### src/design/meiu_pkg.sv
// Package of constants and carrier types for the meter event interrupt unit.
package meiu_pkg;

  // Register select codes on the internal register port.
  localparam logic [1:0] MEIU_SEL_MASK_A   = 2'h0;
  localparam logic [1:0] MEIU_SEL_MASK_B   = 2'h1;
  localparam logic [1:0] MEIU_SEL_STATUS_A = 2'h2;
  localparam logic [1:0] MEIU_SEL_STATUS_B = 2'h3;

  // Reset values.
  localparam logic [31:0] MEIU_MASK_RESET   = 32'h0000_0000;
  localparam logic [31:0] MEIU_STATUS_RESET = 32'h0000_0000;

  // Flag positions in the second status word.
  localparam int MEIU_B_TOTAL_IDLE  = 0;
  localparam int MEIU_B_FUND_IDLE   = 1;
  localparam int MEIU_B_APP_IDLE    = 2;
  localparam int MEIU_B_RESET_DONE  = 15;
  localparam int MEIU_B_DIP         = 16;
  localparam int MEIU_B_OVERCURRENT = 17;
  localparam int MEIU_B_OVERVOLTAGE = 18;
  localparam int MEIU_B_CUR_PEAK    = 23;
  localparam int MEIU_B_VOLT_PEAK   = 24;

  // Implemented flag bits; all others are reserved and read zero.
  localparam logic [31:0] MEIU_STATUS_A_IMPL = 32'h0007_ffff;
  localparam logic [31:0] MEIU_STATUS_B_IMPL = 32'h01ff_ffff;

  // Bits of the first word that carry a paired phase sign indication.
  localparam logic [31:0] MEIU_A_SIGN_PAIRED = 32'h0004_3fc0;
  // Bits of the second word that carry paired per-phase indications.
  localparam logic [31:0] MEIU_B_PHASE_PAIRED = 32'h0187_0007;

  // Field positions in the per-phase idle register.
  localparam int MEIU_IDLE_TOTAL_LSB = 0;
  localparam int MEIU_IDLE_FUND_LSB  = 3;
  localparam int MEIU_IDLE_APP_LSB   = 6;

  // Register access from the serial port decoder.
  typedef struct packed {
    logic        wr;
    logic        rd;
    logic [1:0]  sel;
    logic [31:0] wdata;
  } meiu_reg_req_t;

  // Per-phase no-load indications, one three-bit field per kind.
  typedef struct packed {
    logic [2:0] apparent;
    logic [2:0] fundamental;
    logic [2:0] total;
  } meiu_idle_phase_t;

endpackage

### src/design/meiu_flag_word.sv
// One sticky write-one-to-clear flag word with its masked request term.
`timescale 1ns/1ps
`default_nettype none
module meiu_flag_word
  import meiu_pkg::*;
(
  input  wire logic        sys_clk,
  input  wire logic        rst,
  input  wire logic [31:0] impl_bits,
  input  wire logic [31:0] set_bits,
  input  wire logic        clr_en,
  input  wire logic [31:0] clr_bits,
  input  wire logic [31:0] mask,
  output var  logic [31:0] flags_reg,
  output var  logic        req_next
);

  logic [31:0] flags_next;

  // Clears first, then sets, so a coincident event survives.
  always_comb begin
    flags_next = flags_reg;
    if (clr_en) begin
      flags_next = flags_next & ~clr_bits;
    end
    flags_next = (flags_next | set_bits) & impl_bits;
  end

  // Flags latch whatever the mask says.
  always_ff @(posedge sys_clk or posedge rst) begin
    if (rst) begin
      flags_reg <= MEIU_STATUS_RESET;
    end else begin
      flags_reg <= flags_next;
    end
  end

  // Request from the next flag value so the top pin flop has no extra lag.
  assign req_next = |(flags_next & mask);

endmodule
`default_nettype wire

### src/design/meiu_top.sv
// Top of the meter event interrupt unit: masks, flag words and pins.
//
// Summary of operation
// - Two active-low request lines, each gated by its own 32-bit mask.
// - Mask bit one enables its source; zero keeps it off the line.
// - Events set their flag regardless of the mask.
// - A line goes low while any flag and same mask bit are both one.
// - Writing a status word clears flags written one, keeps others.
// - A line stays low until all enabled causing flags are cleared.
// - All mask bits are zero after reset.
// - Reset completion sets reset-done flag, bit 15, unmaskable on line b.
// - Word b bits 0 to 2 pair with the per-phase idle register.
// - Word b bits 16 to 18 pair with the phase condition register.
// - Word b bits 23, 24 pair with current and voltage peak records.
// - Word a reversal bits 6 to 13 and 18 pair with phase sign.
// - Idle register holds three phase fields updated with their flags.
//
// Register port: one request per cycle on reg_req, and the select codes of
// the package pick the word. A write lands at the edge that takes it. A read
// returns its word on reg_rdata_reg at that same edge, and that value stands
// until the next read, so the host may sample it at leisure.
//
// Both request lines are flops fed from the next flag value rather than the
// present one; this saves a cycle of latency between an event and its line.
//
// Limitation: the paired per-phase condition, sign and peak registers sit
// outside this unit. The paired_pending_reg output only shows which set
// flags have such a register behind them, and it folds the two words into
// one, so bit 18 of either word lands on the same position there.
//
// Reset: masks and flags clear and both lines go high. Reset-done is not
// raised here; the block that sequences reset pulses reset_seq_done once it
// is over, and that pulse sets the flag like any other event.
//
// An event and a clear of the same flag in one cycle leave the flag set:
// losing the event would be worse than servicing it twice.
`timescale 1ns/1ps
`default_nettype none
module meiu_top
  import meiu_pkg::*;
(
  input  wire logic             sys_clk,
  input  wire logic             rst,
  input  wire meiu_reg_req_t    reg_req,
  output var  logic [31:0]      reg_rdata_reg,
  input  wire logic             reset_seq_done,
  input  wire logic [31:0]      event_a,
  input  wire logic [31:0]      event_b,
  input  wire meiu_idle_phase_t idle_phase_in,
  output var  meiu_idle_phase_t per_phase_idle_state_reg,
  output var  logic [31:0]      paired_pending_reg,
  output var  logic             request_line_a_n_reg,
  output var  logic             request_line_b_n_reg
);

  // Stored masks, flag words and decode strobes.
  logic [31:0] irq_enable_mask_a_reg;
  logic [31:0] irq_enable_mask_b_reg;
  logic [31:0] event_flag_word_a;
  logic [31:0] event_flag_word_b;
  logic [31:0] set_b;
  logic [31:0] mask_b_eff;
  logic        req_a_next;
  logic        req_b_next;
  logic        wr_mask_a;
  logic        wr_mask_b;
  logic        wr_stat_a;
  logic        wr_stat_b;
  logic [31:0] rdata_next;
  logic [31:0] paired_a;
  logic [31:0] paired_b;

  // Decode one register select against one select code.
  function automatic logic sel_hit(input logic [1:0] sel,
                                   input logic [1:0] code);
    sel_hit = (sel == code);
  endfunction

  // Keep the bits of a word that a constant selects.
  function automatic logic [31:0] keep_bits(input logic [31:0] word,
                                            input logic [31:0] pick);
    keep_bits = word & pick;
  endfunction

  // Write strobes, one for each register word.
  assign wr_mask_a = reg_req.wr && sel_hit(reg_req.sel, MEIU_SEL_MASK_A);
  assign wr_mask_b = reg_req.wr && sel_hit(reg_req.sel, MEIU_SEL_MASK_B);
  assign wr_stat_a = reg_req.wr && sel_hit(reg_req.sel, MEIU_SEL_STATUS_A);
  assign wr_stat_b = reg_req.wr && sel_hit(reg_req.sel, MEIU_SEL_STATUS_B);

  // Mask registers; every source but reset-done is disabled out of reset.
  // A new mask reaches the lines one edge after the write lands.
  always_ff @(posedge sys_clk or posedge rst) begin
    if (rst) begin
      irq_enable_mask_a_reg <= MEIU_MASK_RESET;
      irq_enable_mask_b_reg <= MEIU_MASK_RESET;
    end else begin
      if (wr_mask_a) begin
        irq_enable_mask_a_reg <= reg_req.wdata;
      end
      if (wr_mask_b) begin
        irq_enable_mask_b_reg <= reg_req.wdata;
      end
    end
  end

  // Reset-done is forced on in the effective mask, so the stored bit is inert.
  always_comb begin
    mask_b_eff = irq_enable_mask_b_reg;
    mask_b_eff[MEIU_B_RESET_DONE] = 1'b1;
  end

  // Only reset completion may set reset-done; a stray event bit is dropped
  // so that nothing but a real reset sequence can pull line b for it.
  always_comb begin
    set_b = event_b;
    set_b[MEIU_B_RESET_DONE] = reset_seq_done;
  end

  // First flag word; its request term drives line a. Reserved bits are cut
  // by impl_bits, so they read zero and ignore writes.
  meiu_flag_word u_word_a (
    .sys_clk   (sys_clk),
    .rst       (rst),
    .impl_bits (MEIU_STATUS_A_IMPL),
    .set_bits  (event_a),
    .clr_en    (wr_stat_a),
    .clr_bits  (reg_req.wdata),
    .mask      (irq_enable_mask_a_reg),
    .flags_reg (event_flag_word_a),
    .req_next  (req_a_next)
  );

  // Second flag word; reset-done is always enabled onto line b through the
  // effective mask, whatever the stored mask bit says.
  meiu_flag_word u_word_b (
    .sys_clk   (sys_clk),
    .rst       (rst),
    .impl_bits (MEIU_STATUS_B_IMPL),
    .set_bits  (set_b),
    .clr_en    (wr_stat_b),
    .clr_bits  (reg_req.wdata),
    .mask      (mask_b_eff),
    .flags_reg (event_flag_word_b),
    .req_next  (req_b_next)
  );

  // Active-low pins from flops; they rise only once no enabled flag is left.
  // Only a status write lowers the next flags; a mask write can also free them.
  always_ff @(posedge sys_clk or posedge rst) begin
    if (rst) begin
      request_line_a_n_reg <= 1'b1;
      request_line_b_n_reg <= 1'b1;
    end else begin
      request_line_a_n_reg <= ~req_a_next;
      request_line_b_n_reg <= ~req_b_next;
    end
  end

  // Idle phase fields load in the same cycle as their flag event, so a
  // read right after the status word shows the phases behind it.
  // A field keeps its phases until its own flag event fires again.
  always_ff @(posedge sys_clk or posedge rst) begin
    if (rst) begin
      per_phase_idle_state_reg <= '0;
    end else begin
      if (event_b[MEIU_B_TOTAL_IDLE]) begin
        per_phase_idle_state_reg.total <= idle_phase_in.total;
      end
      if (event_b[MEIU_B_FUND_IDLE]) begin
        per_phase_idle_state_reg.fundamental <=
          idle_phase_in.fundamental;
      end
      if (event_b[MEIU_B_APP_IDLE]) begin
        per_phase_idle_state_reg.apparent <=
          idle_phase_in.apparent;
      end
    end
  end

  // Set flags with a paired per-phase register behind them, per word.
  always_comb begin
    paired_a = keep_bits(event_flag_word_a,
                         MEIU_A_SIGN_PAIRED);
    paired_b = keep_bits(event_flag_word_b,
                         MEIU_B_PHASE_PAIRED);
  end

  // Word a sign pairs and word b phase pairs share one output word, so the
  // host still has to read both status words to tell them apart.
  always_ff @(posedge sys_clk or posedge rst) begin
    if (rst) begin
      paired_pending_reg <= '0;
    end else begin
      paired_pending_reg <= paired_a | paired_b;
    end
  end

  // Select the word a read returns; reserved flag bits are already zero.
  always_comb begin
    case (reg_req.sel)
      MEIU_SEL_MASK_A:   rdata_next = irq_enable_mask_a_reg;
      MEIU_SEL_MASK_B:   rdata_next = irq_enable_mask_b_reg;
      MEIU_SEL_STATUS_A: rdata_next = event_flag_word_a;
      MEIU_SEL_STATUS_B: rdata_next = event_flag_word_b;
      default:           rdata_next = '0;
    endcase
  end

  // Read data is held between reads, so a slow host may sample it late.
  always_ff @(posedge sys_clk or posedge rst) begin
    if (rst) begin
      reg_rdata_reg <= '0;
    end else if (reg_req.rd) begin
      reg_rdata_reg <= rdata_next;
    end
  end

endmodule
`default_nettype wire

### config.mk
export PLATFORM = sky130hd
export DESIGN_NAME = meiu_top
export DESIGN_NICKNAME = d
export VERILOG_FILES = /design/src/design/meiu_pkg.sv /design/src/design/meiu_flag_word.sv /design/src/design/meiu_top.sv
export SDC_FILE = /design/constraint.sdc
export NUM_CORES = 1
export LEC_CHECK = 0
export BUFFER_PORTS_ARGS = -buffer_cell sky130_fd_sc_hd__buf_2
export CAP_MARGIN = 15
export CORE_UTILIZATION = 32
export CTS_CLUSTER_SIZE = 16
export DETAILED_ROUTE_END_ITERATION = 8
export SLEW_MARGIN = 40
export SYNTH_ARGS = -nofsm -noshare
export SYNTH_HDL_FRONTEND = slang
export SYNTH_HIERARCHICAL = 1
export SYNTH_SLANG_ARGS = --single-unit
### constraint.sdc
create_clock -name sys_clk -period 3.8 [get_ports sys_clk]
set_input_delay 0.57 -clock sys_clk [delete_from_list [all_inputs] [get_ports sys_clk]]
set_output_delay 0.57 -clock sys_clk [all_outputs]
set_load 0.1 [all_outputs]
# == Word-level counts from Yosys, hierarchy flattened ==
# Index checks and enable logic that the tools add are counted.
# word_totals
reg_bits,176
# op_classes
bitwise_logic,10
reduce_logical,7
n_mux,3
n_eq_ne,3
# op_table
cell,count
32-bit one-hot mux with 4 select lines,1
32-bit OR reduction,2
19-bit by 32-bit bitwise AND with 32-bit output,1
25-bit by 32-bit bitwise AND with 32-bit output,1
25-bit bitwise AND,1
25-bit two-way mux,1
25-bit NOT,1
19-bit by 25-bit OR with 25-bit output,1
25-bit OR,1
19-bit bitwise AND,1
19-bit two-way mux,1
19-bit OR,1
"2-bit equality test, second input constant",2
1-bit logical AND,4
"2-bit by 1-bit equality test with 1-bit output, second input constant",1
2-bit zero test,1
1-bit NOT,2

# == Logic depth before layout (Yosys ltp) ==
# logic_depth
ltp_word,7
depth_mapped,11

# == Cells and area by module ==
# The synthesis kept the hierarchy.
# modules_own_cells
mod,seq_area_each_um2,cells_each,area_per_inst_um2,instances
meiu_top,3080.5,376,5376.4,1
meiu_flag_word,800.8,185,1627.8,2

# == Worst setup path before layout ==
# No wires, ideal clock.
# synth_timing
path_type,input-to-reg
from,input reg_req[32] in the netlist's numbering
to,register request_line_a_n_reg
setup_time_ns,0.060
stages,11
t_arrival_ns,2.219
path_slack_ns,1.521
path_buffers,4
path_cell_list,buf_2 -> buf_4 -> buf_6 -> nor2_1 -> buf_6 -> nand2_1 -> a21oi_2 -> o22ai_1 -> nor4_1 -> nand4_1 -> inv_1
# synth_via
elab_chain_len,7
# synth_rtl
item,line,source
"start, declared",meiu_top.sv:44,"input wire meiu_reg_req_t reg_req,"
2-bit equality test,meiu_top.sv:76,sel_hit = (sel == code);
1-bit logical AND,meiu_top.sv:88,"assign wr_stat_a = reg_req.wr && sel_hit(reg_req.sel, MEIU_SEL_STATUS_A);"
via wr_stat_a,meiu_top.sv:67,logic wr_stat_a;
19-bit two-way mux,meiu_flag_word.sv:23,if (clr_en) begin
19-bit OR,meiu_flag_word.sv:26,flags_next = (flags_next | set_bits) & impl_bits;
19-bit by 32-bit bitwise AND with 32-bit output,meiu_flag_word.sv:39,assign req_next = |(flags_next & mask);
32-bit OR reduction,meiu_flag_word.sv:39,
via req_a_next,meiu_top.sv:63,logic req_a_next;
1-bit NOT,meiu_top.sv:155,request_line_a_n_reg <= ~req_a_next;
"end signal, assigned",meiu_top.sv:155,
"end, declared",meiu_top.sv:52,"output var logic request_line_a_n_reg,"
# The timed path passes the listed nets, and every way through them passes these cells.
# A chain may end at the register's enable or synchronous reset.

# == Final worst setup path ==
# layout_timing
from,input reg_req[32] in the netlist's numbering
to,register request_line_b_n_reg
# layout_via
elab_chain_len,7
# layout_rtl
item,line,source
2-bit equality test,meiu_top.sv:76,
1-bit logical AND,meiu_top.sv:89,"assign wr_stat_b = reg_req.wr && sel_hit(reg_req.sel, MEIU_SEL_STATUS_B);"
via wr_stat_b,meiu_top.sv:68,logic wr_stat_b;
25-bit two-way mux,meiu_flag_word.sv:23,
25-bit OR,meiu_flag_word.sv:26,
25-bit by 32-bit bitwise AND with 32-bit output,meiu_flag_word.sv:39,
32-bit OR reduction,meiu_flag_word.sv:39,
via req_b_next,meiu_top.sv:64,logic req_b_next;
1-bit NOT,meiu_top.sv:156,request_line_b_n_reg <= ~req_b_next;
"end signal, assigned",meiu_top.sv:156,
"end, declared",meiu_top.sv:53,output var logic request_line_b_n_reg
# The timed path passes the listed nets, and every way through them passes these cells.

==> run_results.csv <==
group,metric,value,unit
logic_synthesis,synth_top_cell_by_area,"dfrtp_1",
global_routing,grt-ovfl-total,0,
logic_synthesis,yosysSeqAreaShare,54.24,%
sta,max_freq,0.3748,GHz
logic_synthesis,synthCells,746,
detailed_routing,wl_met3,1077,µm
clock_network,cts_tree,"built",
run_status,status,"finished with violations",
sta,fin_crit_sh,70.21,%
critical_path,path_class,"primary input to flop",
clock_network,clock_latency,0.43,ns
logic_synthesis,synth_warnings,6,
finish,drive_gt1_share,30.36,%
sta,worst_clock_skew,0.01478,ns
clock_network,cts_buffers,17,
logic_synthesis,synth_xor_area_share,0,%
logic_synthesis,ys_top_cells_by_area,"dfrtp_1 54%, mux2_2 9.3%, mux2i_1 7.4%",
clock_network,cts_hold_buf,0,
floorplanning,die_area,0.02764,mm²
place,dpl.hpwl,17180,µm
finish,antennaDiodeCount,0,
critical_path,start_kind,"primary input",
pwr,sw_frac_of_total,36.77,%
logic_synthesis,synth_top_family_by_area,"multiplexers",
sta,setup_viol,0,
clock_network,htree_levels,4,
finish,layout_common_cells,"185 x dfrtp_1, 168 x buf_2, 145 x conb_1",
pwr,p_leak,5.224,nW
logic_synthesis,synthDistinctLibCells,29,
critical_path,cp-end-kind,"flop",
finish,syn2layout_area_growth,25.25,%
critical_path,cp_max_fo,33,
sta,relSlewSlack,52.19,%
floorplanning,placementRows,59,
pwr,ir_drop,0.2104,mV
finish,final_common_cell,"dfrtp_1",
detailed_routing,drt-initial-drc-count,308,
critical_path,crit_arrival,3.03,ns
detailed_routing,drt-pass1-iter-count,7,
floorplanning,chipHeight,166.2,µm
detailed_routing,top_layer,"met4",
floorplanning,start_util,32.85,%
clock_network,cts_setup_buffers,0,
sta,final-hold-violation-count,0,
critical_path,cp.required,4.16,ns
pwr,combPwrFrac,26.7,%
sta,holdWs,0.1824,ns
detailed_routing,antenna_left,0,
detailed_routing,wire_per_inst,17.43,µm
min_path,hold_class,"primary input to asynchronous set/reset pin",
sta,rsz0062_at_grt,"false",
run_status,failed_checks,"DRC",
sta,finalSetupTns,0,ns
global_routing,grt_pass1_wl,38120,µm
place,gp_congestion,0.7872,
logic_synthesis,syn_area,0.008632,mm²
clock_network,clkTransAtPathRegs,0.06,ns
place,dp_cells,1367,
place,port_buffers,169,
logic_synthesis,synth_seq_cells,187,
logic_synthesis,synthAdderAreaFrac,0,%
floorplanning,io_pins,187,
finish,fin_nets,1163,
pwr,p_seq_share,43.5,%
detailed_routing,vias,6375,
global_routing,grt_max_degree,49,
global_routing,grt_pass1_vias,6487,
finish,final_cells,1399,
global_routing,grtUsageTotal,18.35,%
sta,worstMarginPinSlew,0.7172,ns
pwr,power_density,514.0,mW/mm²
clock_network,cts_root_buf,"clkbuf_16",
detailed_routing,met1_length,10860,µm
detailed_routing,met2WireLength,12270,µm
pwr,p_int,0.003514,W
sta,slew_violations,0,
pwr,pwr-share-clk,29.8,%
logic_synthesis,synth.mux.area_fraction,16.94,%
clock_network,clkSinkCount,187,
pwr,total_power,0.005557,W
detailed_routing,drcViolationCount,17,
global_routing,antenna_found_initial,1,
logic_synthesis,avgSynthCellArea,11.57,µm²
clock_network,post_cts_resized,0,
flow_run,drv_cap,0,
detailed_routing,routed_wl,24390,µm
pwr,switchingPower,0.002043,W
detailed_routing,viasPerCell,4.557,
floorplanning,coreArea,0.02628,mm²
clock_network,clock_path_buffers,2,
logic_synthesis,synth_compound_area_share,9.885,%
logic_synthesis,synth_top_cell_area_share,53.63,%
sta,post-route-min-period,2.668,ns
floorplanning,die_w,166.2,µm
logic_synthesis,synth-simple-area-share,14.63,%
==> cell families after synthesis <==
kind of cell	after synthesis
buffers and inverters	50
AOI/OAI and AO/OA	128
muxes	137
DFF	187
other	2
and+or+nand+nor	242
==> through the flow <==
| step | area (µm²) | worst slack (ns) | util [%] |
|---|---|---|---|
| after floorplan | 9173 | 1.521 | - |
| after global placement | 10250 | 0.6907 | 39.00 |
| after detailed placement | 10270 | 0.6451 | 39.09 |
| after CTS | 10810 | 1.101 | 41.14 |
| after global routing | 10810 | 0.9105 | 41.14 |
| final | 10810 | 1.132 | 41.14 |
==> path summary, 6_finish.rpt <==
kind | start | to | slack (ns) | cells past startpoint
max in group asynchronous | rst | irq_enable_mask_b_reg[4] | 2.87 | 3
max | reg_req[32] | request_line_b_n_reg | 1.13 | 9
max reg2reg | u_word_b/flags_reg[0] | request_line_b_n_reg | 2.17 | 5
min reg2reg | u_word_a/flags_reg[12] | paired_pending_reg[12] | 0.41 | 0
min | rst | paired_pending_reg[11] | 0.18 | 2
min in group sys_clk | idle_phase_in[8] | per_phase_idle_state_reg[8] | 0.38 | 2
==> final cells by class <==
class	instances	area (µm²)
inverter	5	22.52
timing repair buffer	188	1016
clock buffer	20	446.7
fill	2600	15470
clock inverter	12	92.59
multi-input combinational	652	4133
tap	335	419.2
sequential	187	4682
==> synthesized netlist by cell type (all sizes together) <==
cell and number:
a21oi 64, and2b 28, and3 1, buf 38
clkbuf 7, conb 2, dfrtp 185, dfstp 2
inv 5, mux2 73, mux2i 64, nand2 130
nand2b 33, nand3b 1, nand4 2, nor2 1
nor2b 36, nor3b 1, nor4 8, o221ai 32
o22ai 32, or2 1
==> routing by layer <==
layer | GRT usage (%) | vias to the layer above
met5 | 0 | -
met4 | 3.583 | 0
met3 | 3.456 | 13
met2 | 31.81 | 157
met1 | 23.91 | 3121
li1 | - | 3084
==> power by group through the flow <==
stage / clock (W) / combinational (W) / sequential, W
finish: 0.00166 / 0.00149 / 0.00242
global route: 0.00179 / 0.00158 / 0.00245
CTS: 0.00171 / 0.00150 / 0.00242
detailed placement: 0 / 0.00149 / 0.00245
global placement: 0 / 0.00148 / 0.00245
floorplan: 0 / 0.000588 / 0.00300
==> worst max-delay path, stage by stage <==
cell and delay, ns:
buf_4 0.48, and3_1 0.25, buf_4 0.44, nand2_1 0.09, a21oi_1 0.21, o22ai_1 0.17, nor4_1 0.54, nand4_1 0.18
inv_1 0.09
Power figures use the tool's default switching activity.
